$ cat src/verilog/reset_state_pkg.sv
// constants shared by the reset and power-state controller
package reset_state_pkg;
  // port modes, one-hot
  typedef enum logic [3:0] {
    MODE_MCU_IO    = 4'b0001,
    MODE_LOGIC_IO  = 4'b0010,
    MODE_ADDR_OUT  = 4'b0100,
    MODE_PERIPH_IO = 4'b1000
  } port_mode_t;

  // reset phase sequencer, one-hot
  typedef enum logic [3:0] {
    PH_LOAD  = 4'b0001,
    PH_HOLD  = 4'b0010,
    PH_RUN   = 4'b0100,
    PH_APD   = 4'b1000
  } phase_t;

  localparam int          REG_WIDTH          = 8;
  localparam logic [7:0]  CTRL_RESET_VALUE   = 8'h00;
  localparam int          MAP_PERIPHERAL_IO_ENABLE_BIT     = 7;
  localparam int          MAP_SRAM_PROG_BIT  = 0;
  localparam int          LOWPWR_BIT         = 3;
  localparam logic [7:0]  MAP_DEFAULT        = 8'h00;
  // configuration load time after reset is asserted
  localparam int          CFG_LOAD_NS        = 50;
  localparam int          CLK_PERIOD_PS      = 5000;
  localparam int          CFG_LOAD_CYCLES    = (CFG_LOAD_NS * 1000 + CLK_PERIOD_PS - 1) / CLK_PERIOD_PS;
  localparam logic [3:0]  CFG_LOAD_CNT_INIT  = 4'h0;
  localparam logic [1:0]  SYNC_INIT          = 2'b00;
endpackage

$ cat src/verilog/two_flop_sync.sv
// two flip-flop synchroniser for pin levels
`timescale 1ns/1ps
module two_flop_sync #(
  parameter int WIDTH = 1
) (
  input  wire logic             clk_sys,
  input  wire logic             reset,
  input  wire logic [WIDTH-1:0] asyncIn,
  output logic      [WIDTH-1:0] syncOut
);
  logic [WIDTH-1:0] stageOne_ff;
  logic [WIDTH-1:0] syncOut_ff;
  logic [WIDTH-1:0] nxt_stageOne;
  logic [WIDTH-1:0] nxt_syncOut;

  // first stage is read only by the second
  always_comb begin
    nxt_stageOne = asyncIn;
    nxt_syncOut  = stageOne_ff;
  end

  always_ff @(posedge clk_sys or posedge reset) begin
    if (reset) begin
      stageOne_ff <= '0;
      syncOut_ff  <= '0;
    end else begin
      stageOne_ff <= nxt_stageOne;
      syncOut_ff  <= nxt_syncOut;
    end
  end

  assign syncOut = syncOut_ff;
endmodule

$ cat src/verilog/psd_reset_state_control.sv
// reset, power-up and power-down state control for the logic and memory module
`timescale 1ns/1ps

////////////////////////////////////////////////////////////////////////////////
// How it works
// - reset assertion loads configuration at once; logic runs well before release.
// - each reset assertion returns both flash arrays to read-array mode.
// - flash writes are blocked until the supply passes the lockout threshold.
// - first reset after power-on is power-up; later resets are warm.
// - MCU I/O pins become inputs in reset, hold state in power-down.
// - address-out pins float in reset; undefined level in power-down.
// - MCU, address-out and peripheral pins undriven in reset; peripheral floats in power-down.
// - logic I/O pins follow equations in reset; address lines blocked in power-down.
// - serial test channel stays usable in every reset and power-down state.
// - macrocell flops clear at power-up; otherwise only their reset/preset equations act.
// - mapping register reloads on any reset, keeps in power-down; bits 7 and 0 clear.
// - other control register clears on any reset, power-management pair only at power-up; all hold in power-down.
// - a configured pin signals that the SRAM runs from the backup battery.
// - low-power bit defaults to zero, so logic starts at full speed.
module psd_reset_state_control
  import reset_state_pkg::*;
#(
  parameter int          PORT_WIDTH  = 8,
  parameter logic [7:0]  MAP_CONFIG  = MAP_DEFAULT
) (
  input  wire logic                  clk_sys,
  input  wire logic                  reset,
  input  wire logic                  rstIn_n,
  input  wire logic                  powerOnDetect,
  input  wire logic                  lockoutThresholdOk,
  input  wire logic                  automaticPowerDown,
  input  wire logic                  batterySwitched,
  input  wire logic                  standbyIndicatorEnable,
  input  wire logic [3:0]            portMode,
  input  wire logic [PORT_WIDTH-1:0] mcuOut,
  input  wire logic [PORT_WIDTH-1:0] mcuOe,
  input  wire logic [PORT_WIDTH-1:0] logicOut,
  input  wire logic [PORT_WIDTH-1:0] logicOe,
  input  wire logic [PORT_WIDTH-1:0] addrLatched,
  input  wire logic [PORT_WIDTH-1:0] periphOut,
  input  wire logic [PORT_WIDTH-1:0] periphOe,
  input  wire logic [PORT_WIDTH-1:0] macrocellNext,
  input  wire logic [PORT_WIDTH-1:0] macrocellAsyncClr,
  input  wire logic [PORT_WIDTH-1:0] macrocellAsyncSet,
  input  wire logic                  ctrlWrite,
  input  wire logic [1:0]            ctrlSelect,
  input  wire logic [7:0]            ctrlWdata,
  input  wire logic                  flashWriteReq,
  input  wire logic                  flashBusyIn,
  output logic [PORT_WIDTH-1:0]      portOut,
  output logic [PORT_WIDTH-1:0]      portOe,
  output logic [PORT_WIDTH-1:0]      macrocellQ,
  output logic [7:0]                 powerMgmtCtrlA,
  output logic [7:0]                 powerMgmtCtrlC,
  output logic [7:0]                 memoryMappingRegister,
  output logic [7:0]                 otherCtrl,
  output logic                       configLoaded,
  output logic                       flashReadArray,
  output logic                       flashWriteEnable,
  output logic                       flashAbort,
  output logic                       powerUpReset,
  output logic                       lowPowerMode,
  output logic                       addressBlocked,
  output logic                       testChannelEnable,
  output logic                       standbyIndicatorPin,
  output logic                       standbyIndicatorOe
);

  ////////////////////////////////////////////////////////////////////////////
  // pin synchronisers
  logic [4:0] pinSync;
  logic       rstAsserted;
  logic       powerOnSeen;
  logic       vddOk;
  logic       apdSync;
  logic       batterySync;

  two_flop_sync #(
    .WIDTH (5)
  ) u_pin_sync (
    .clk_sys (clk_sys),
    .reset   (reset),
    .asyncIn ({~rstIn_n, powerOnDetect, lockoutThresholdOk, automaticPowerDown, batterySwitched}),
    .syncOut (pinSync)
  );

  // rstIn_n is active low: inverted before sync so the cleared synchroniser reads not asserted
  assign rstAsserted = pinSync[4];
  assign powerOnSeen = pinSync[3];
  assign vddOk       = pinSync[2];
  assign apdSync     = pinSync[1];
  assign batterySync = pinSync[0];

  ////////////////////////////////////////////////////////////////////////////
  // phase sequencer and reset-type flag
  phase_t     phase_ff;
  phase_t     nxt_phase;
  logic [3:0] loadCnt_ff;
  logic [3:0] nxt_loadCnt;
  logic       powerUp_ff;
  logic       nxt_powerUp;
  logic       rstPrev_ff;
  logic       nxt_rstPrev;
  logic       rstRise;
  logic       rstFall;

  assign rstRise = rstAsserted & ~rstPrev_ff;
  assign rstFall = ~rstAsserted & rstPrev_ff;

  // config load counts a fixed time from assertion, well before release
  always_comb begin
    nxt_phase   = phase_ff;
    nxt_loadCnt = loadCnt_ff;
    nxt_rstPrev = rstAsserted;
    nxt_powerUp = powerUp_ff;
    if (powerOnSeen) begin
      nxt_powerUp = 1'b1;
    end else if (rstFall) begin
      nxt_powerUp = 1'b0;
    end
    unique case (phase_ff)
      PH_LOAD: begin
        if (loadCnt_ff == 4'(CFG_LOAD_CYCLES - 1)) begin
          nxt_phase = PH_HOLD;
        end else begin
          nxt_loadCnt = loadCnt_ff + 4'h1;
        end
      end
      PH_HOLD: begin
        if (!rstAsserted) begin
          nxt_phase = apdSync ? PH_APD : PH_RUN;
        end
      end
      PH_RUN: begin
        if (apdSync) begin
          nxt_phase = PH_APD;
        end
      end
      PH_APD: begin
        if (!apdSync) begin
          nxt_phase = PH_RUN;
        end
      end
    endcase
    // any new assertion restarts the load
    if (rstRise) begin
      nxt_phase   = PH_LOAD;
      nxt_loadCnt = CFG_LOAD_CNT_INIT;
    end
  end

  always_ff @(posedge clk_sys or posedge reset) begin
    if (reset) begin
      phase_ff   <= PH_LOAD;
      loadCnt_ff <= CFG_LOAD_CNT_INIT;
      powerUp_ff <= 1'b1;
      rstPrev_ff <= 1'b0; // matches the cleared synchroniser, so no false release edge
    end else begin
      phase_ff   <= nxt_phase;
      loadCnt_ff <= nxt_loadCnt;
      powerUp_ff <= nxt_powerUp;
      rstPrev_ff <= nxt_rstPrev;
    end
  end

  logic inReset;
  logic inApd;
  assign inReset = rstAsserted | (phase_ff == PH_LOAD);
  assign inApd   = (phase_ff == PH_APD);

  ////////////////////////////////////////////////////////////////////////////
  // control registers
  logic [7:0] pmA_ff, pmC_ff, map_ff, other_ff;
  logic [7:0] nxt_pmA, nxt_pmC, nxt_map, nxt_other;

  // power-up clears all but the mapping register, which reloads; warm reset spares power-management pair
  always_comb begin
    nxt_pmA   = pmA_ff;
    nxt_pmC   = pmC_ff;
    nxt_map   = map_ff;
    nxt_other = other_ff;
    if (inReset) begin
      if (powerUp_ff) begin
        nxt_pmA = CTRL_RESET_VALUE;
        nxt_pmC = CTRL_RESET_VALUE;
      end
      nxt_map                    = MAP_CONFIG;
      nxt_map[MAP_PERIPHERAL_IO_ENABLE_BIT]    = 1'b0;
      nxt_map[MAP_SRAM_PROG_BIT] = 1'b0;
      nxt_other                  = CTRL_RESET_VALUE;
    end else if (ctrlWrite && !inApd) begin
      // writes ignored in power-down so contents hold
      unique case (ctrlSelect)
        2'd0: nxt_pmA = ctrlWdata;
        2'd1: nxt_pmC = ctrlWdata;
        2'd2: nxt_map = ctrlWdata;
        2'd3: nxt_other = ctrlWdata;
      endcase
    end
  end

  always_ff @(posedge clk_sys or posedge reset) begin
    if (reset) begin
      pmA_ff   <= CTRL_RESET_VALUE;
      pmC_ff   <= CTRL_RESET_VALUE;
      map_ff   <= MAP_DEFAULT;
      other_ff <= CTRL_RESET_VALUE;
    end else begin
      pmA_ff   <= nxt_pmA;
      pmC_ff   <= nxt_pmC;
      map_ff   <= nxt_map;
      other_ff <= nxt_other;
    end
  end

  ////////////////////////////////////////////////////////////////////////////
  // pins, macrocells, flash and status outputs
  logic [PORT_WIDTH-1:0] portOut_ff, portOe_ff, mc_ff;
  logic [PORT_WIDTH-1:0] nxt_portOut, nxt_portOe, nxt_mc;
  logic [7:0]            miscOut_ff, nxt_miscOut;

  // per-mode pin behaviour; mcu pins freeze in power-down
  always_comb begin
    nxt_portOut = portOut_ff;
    nxt_portOe  = portOe_ff;
    unique case (portMode)
      MODE_MCU_IO: begin
        if (inReset) begin
          nxt_portOe = '0;
        end else if (!inApd) begin
          nxt_portOut = mcuOut;
          nxt_portOe  = mcuOe;
        end
      end
      MODE_LOGIC_IO: begin
        // equations run in reset; address blocking done upstream
        nxt_portOut = logicOut;
        nxt_portOe  = logicOe;
      end
      MODE_ADDR_OUT: begin
        nxt_portOut = addrLatched;
        nxt_portOe  = inReset ? '0 : '1;
      end
      MODE_PERIPH_IO: begin
        nxt_portOut = periphOut;
        nxt_portOe  = (inReset || inApd) ? '0 : periphOe;
      end
      default: begin
        nxt_portOe = '0;
      end
    endcase
  end

  // macrocell flops: power-up clears, else async equations then data
  genvar gi;
  for (gi = 0; gi < PORT_WIDTH; gi++) begin : g_mc
    always_comb begin
      if (inReset && powerUp_ff) begin
        nxt_mc[gi] = 1'b0;
      end else if (macrocellAsyncClr[gi]) begin
        nxt_mc[gi] = 1'b0;
      end else if (macrocellAsyncSet[gi]) begin
        nxt_mc[gi] = 1'b1;
      end else if (inReset || inApd) begin
        nxt_mc[gi] = mc_ff[gi];
      end else begin
        nxt_mc[gi] = macrocellNext[gi];
      end
    end
  end

  // misc: 7 cfg, 6 readArray, 5 wrEn, 4 abort, 3 addrBlk, 2 standby, 1 standbyOe, 0 spare
  always_comb begin
    nxt_miscOut    = 8'h00;
    nxt_miscOut[7] = (phase_ff != PH_LOAD);
    nxt_miscOut[6] = inReset | ~flashBusyIn;
    nxt_miscOut[5] = vddOk & ~inReset & flashWriteReq;
    nxt_miscOut[4] = rstRise & flashBusyIn;
    nxt_miscOut[3] = inApd;
    nxt_miscOut[2] = standbyIndicatorEnable & batterySync;
    nxt_miscOut[1] = standbyIndicatorEnable;
  end

  always_ff @(posedge clk_sys or posedge reset) begin
    if (reset) begin
      portOut_ff <= '0;
      portOe_ff  <= '0;
      mc_ff      <= '0;
      miscOut_ff <= 8'h00;
    end else begin
      portOut_ff <= nxt_portOut;
      portOe_ff  <= nxt_portOe;
      mc_ff      <= nxt_mc;
      miscOut_ff <= nxt_miscOut;
    end
  end

  // serial test channel never gated by reset or power-down
  logic testEn_ff;
  always_ff @(posedge clk_sys or posedge reset) begin
    if (reset) begin
      testEn_ff <= 1'b0;
    end else begin
      testEn_ff <= 1'b1;
    end
  end

  assign portOut               = portOut_ff;
  assign portOe                = portOe_ff;
  assign macrocellQ            = mc_ff;
  assign powerMgmtCtrlA        = pmA_ff;
  assign powerMgmtCtrlC        = pmC_ff;
  assign memoryMappingRegister = map_ff;
  assign otherCtrl             = other_ff;
  assign configLoaded          = miscOut_ff[7];
  assign flashReadArray        = miscOut_ff[6];
  assign flashWriteEnable      = miscOut_ff[5];
  assign flashAbort            = miscOut_ff[4];
  assign addressBlocked        = miscOut_ff[3];
  assign standbyIndicatorPin   = miscOut_ff[2];
  assign standbyIndicatorOe    = miscOut_ff[1];
  assign powerUpReset          = powerUp_ff;
  assign lowPowerMode          = pmA_ff[LOWPWR_BIT];
  assign testChannelEnable     = testEn_ff;
endmodule

$ cat config.mk
export PLATFORM = sky130hd
export DESIGN_NAME = psd_reset_state_control
export DESIGN_NICKNAME = d
export VERILOG_FILES = /design/src/verilog/reset_state_pkg.sv /design/src/verilog/two_flop_sync.sv /design/src/verilog/psd_reset_state_control.sv
export SDC_FILE = /design/constraint.sdc
export NUM_CORES = 1
export LEC_CHECK = 0
export BUFFER_PORTS_ARGS = -buffer_cell sky130_fd_sc_hd__buf_2
export CAP_MARGIN = 5
export CORE_MARGIN = 2
export CORE_UTILIZATION = 48
export CTS_CLUSTER_DIAMETER = 50
export DETAILED_ROUTE_END_ITERATION = 7
export GPL_TIMING_DRIVEN = 0
export PLACE_DENSITY = 0.92
export SLEW_MARGIN = 30
export SYNTH_ARGS = -nofsm -noshare
export SYNTH_HDL_FRONTEND = slang
export SYNTH_HIERARCHICAL = 1
export SYNTH_SLANG_ARGS = --single-unit
export TNS_END_PERCENT = 50
$ cat constraint.sdc
create_clock -name clk_sys -period 2.57 [get_ports clk_sys]
set_input_delay 0.1285 -clock clk_sys [delete_from_list [all_inputs] [get_ports clk_sys]]
set_output_delay 0.1285 -clock clk_sys [all_outputs]
set_load 0.05 [all_outputs]
==> results.toml <==
[clock_network]
htreeDepth = 3
cts_tree = "yes"
cts-root-buf = "clkbuf_8"
cts_sinks = 84
clk_latency_ns = 0.35
cts_made_buffers = 9
clk_path_buf_depth = 2
cts.clk_slew.worst_paths_ns = 0.08

[detailed_routing]
drt_wl_total_mm = 10.28
avgRoutedWirePerCell_um = 16.22
drc = 0
first_pass_iters = 4
ant_nets = 0
drt-initial-drc-count = 114
viasPerCell = 5.238
num_vias = 3321

[logic_synthesis]
syn_area_um2 = 3938
synth_cells = 327
avgSynthCellArea_um2 = 12.04
synth_common_cells = "dfrtp_1 (82), mux2i_1 (24), nor2_1 (24), and2_1 (18), inv_1 (17)"
synth-edff-count = 0
synth_top_cell_area_share_pct = 52.11
synthMostInstantiatedCell = "dfrtp_1"
yosysSeqAreaShare_pct = 53.45
synth_flop_cell = "dfrtp_1"
synthTopCellsByArea = "dfrtp_1 (52%), mux2i_1 (6.1%), mux2_4 (3.1%), and2_1 (2.9%), mux2_2 (2.6%)"
ys_types = 54
syn-num-nets = 434
yosys.area.top_type = "dfrtp_1"
ys_ff_latch = 84
yosys_warnings = 6
async_reset_ff_share_pct = 100.0

[timing]
timing.final.crit_share_pct = 93.13
hold_viol = 0
worst_hold_slack_ns = 0.01363
worstMarginPinSlew_ns = 0.7250
fin_crit_ns = 2.394
final-setup-viol-count = 0
fmax_ghz = 0.4178
drv_slew = 0
rsz0062_at_grt = "no"
final.setup_skew_ns = 0.008049
maxSlewHeadroom_pct = 51.26

[critical_path]
reg2reg_depth = 5
cp-end-kind = "flop"
cp.arrival_ns = 2.62
worstSetupPathType = "reg2reg"
required_ns = 2.80
path_max_fanout = 10
cp-start-kind = "flop"

[placement]
place_congestion = 0.7333
placed_cells = 599
port_buffers = 166
hpwlAfterDp_mm = 7.445

[cells_and_area]
stdcell_count = 634
syn2layout_area_growth_pct = 35.27
num_antenna_cells = 0
fin_nets = 631
drive_gt1_share_pct = 44.05

[floorplanning]
die_area_um2 = 8943
ioPinCount = 171
initial_core_util_pct = 48.65
die_width_um = 94.57
die_y_um = 94.57
coreArea_um2 = 8093
rows = 33

[global_route]
grt_pass1_wl_mm = 15.66
grt-ovfl-total = 0
antenna_found_initial = 0
grt_max_degree = 42
grt_use_total_pct = 22.91
grt_pass1_vias = 3262

[power_and_ir_drop]
ir_drop_v = 0.0005766
pwr_density_cell_nw_per_um2 = 749.9
leakage_nw = 2.880

[run]
drv_cap = 0

[worst_hold_path]
holdPathStages = 3
hp-class = "in2reg"

[outcome]
status = "finished clean"
==> layout by cell type (no fill, tap or decap), types with 3 or more instances in the layout <==
cell	n
and3_1	9
inv_1	16
a22o_1	8
dfrtp_1	82
buf_2	173
a211oi_1	8
buf_6	3
nor4b_2	3
xor2_1	4
clkbuf_1	4
clkbuf_8	11
nor2b_1	3
mux2i_1	24
and2_1	18
nor2_1	24
nor3_1	4
mux2_4	8
dlygate4sd3_1	19
nand2_1	10
a21o_1	9
o2bb2ai_1	8
o21ai_0	3
a221o_1	8
a22oi_1	8
a21oi_1	9
buf_1	3
mux2_2	9
==> path summary, 6_finish.rpt <==
| path | start | endpoint | slack (ns) |
|---|---|---|---|
| worst max-delay path | phase_ff[0]$_DFFE_PP1P_ | macrocellQ[3]$_DFFE_PP0P_ | 0.18 |
| worst min-delay path | macrocellAsyncSet[4] | macrocellQ[4]$_DFFE_PP0P_ | 0.01 |
| worst max register to register | phase_ff[0]$_DFFE_PP1P_ | macrocellQ[3]$_DFFE_PP0P_ | 0.18 |
| worst min register to register | u_pin_sync/nxt_syncOut[4]$_DFF_PP0_ | u_pin_sync/syncOut[4]$_DFF_PP0_ | 0.36 |
| max in group asynchronous | reset | memoryMappingRegister[5]$_DFFE_PP0P_ | 1.65 |
| min in group asynchronous | reset | u_pin_sync/syncOut[0]$_DFF_PP0_ | 0.33 |
==> per-stage QoR <==
stage                     setup TNS, ns  utilization, %  setup slack [ns]  power (W)  instance area, um^2
after floorplan                       0               -            0.5632   0.002708                 3938
after global placement           -15.34           60.54           -0.2170   0.003038                 4900
after detailed placement              0           60.98            0.2542   0.003093                 4935
after CTS                             0           65.51            0.1041   0.004001                 5301
after global routing                  0           65.82           0.04382   0.004194                 5326
final                                 0           65.82            0.1765   0.003994                 5326
==> registers in the layout, indices dropped and copies added (netlist names) <==
signal                  flops
loadCnt_ff                  4
portOe                      8
powerMgmtCtrlC              8
miscOut_ff                  7
rstPrev_ff                  1
phase_ff                    4
testChannelEnable           1
portOut                     8
u_pin_sync/syncOut          5
u_pin_sync/nxt_syncOut      5
memoryMappingRegister       8
macrocellQ                  8
powerMgmtCtrlA              8
powerUpReset                1
otherCtrl                   8
==> critical path: stages, from the launching register on <==
cell           delay, ns
dfstp_2             0.62
nor4b_4             0.53
o21a_1              0.19
buf_2               0.26
a211oi_1            0.11
dlygate4sd3_1       0.58
==> cells by family after synthesis <==
logic type	synth area share [%]
flops	53.45
mux	11.73
simple gates	13.31
buf+inv	4.321
xor+xnor	1.335
fa+ha+maj	0.6354
other cells	0.09524
compound gates	15.13
==> what timing repair did <==
| item | CTS | global route |
|---|---|---|
| hold buffers | 18 | 1 |
| resized for setup | 0 | 2 |
| setup buffers | 0 | 0 |
| endpoints found under the setup margin | 0 | 1 |
| endpoints found under the hold margin | 58 | 1 |
==> per-layer routing <==
layer	up-vias	wire, um	GRT usage [%]	part of all wire, %
li1	1558	-	-	-
met1	1645	4165	27.33	41
met2	104	5397	41.01	52
met3	14	573	5.108	5.6
met4	0	146	7.488	1.4
met5	-	0	0	0
==> power breakdown <==
| part | leakage (nW) | internal [W] | switching, W | total (W) |
|---|---|---|---|---|
| logic | 1.70 | 0.000503 | 0.000991 | 0.00149 |
| clock network | 0.0969 | 0.000410 | 0.000471 | 0.000881 |
| registers | 1.08 | 0.00151 | 0.000113 | 0.00162 |
| total | 2.88 | 0.00242 | 0.00158 | 0.00399 |
==> cell type report <==
cell class | count | area (um^2)
fill | 645 | 2766
sequential | 84 | 2105
multi-input combinational | 208 | 1690
timing repair buffer | 186 | 1041
clock buffer | 12 | 155.1
tap | 105 | 131.4
buffer | 18 | 106.4
inverter | 17 | 66.31
clock inverter | 4 | 31.28
Power figures use the tool's default switching activity.
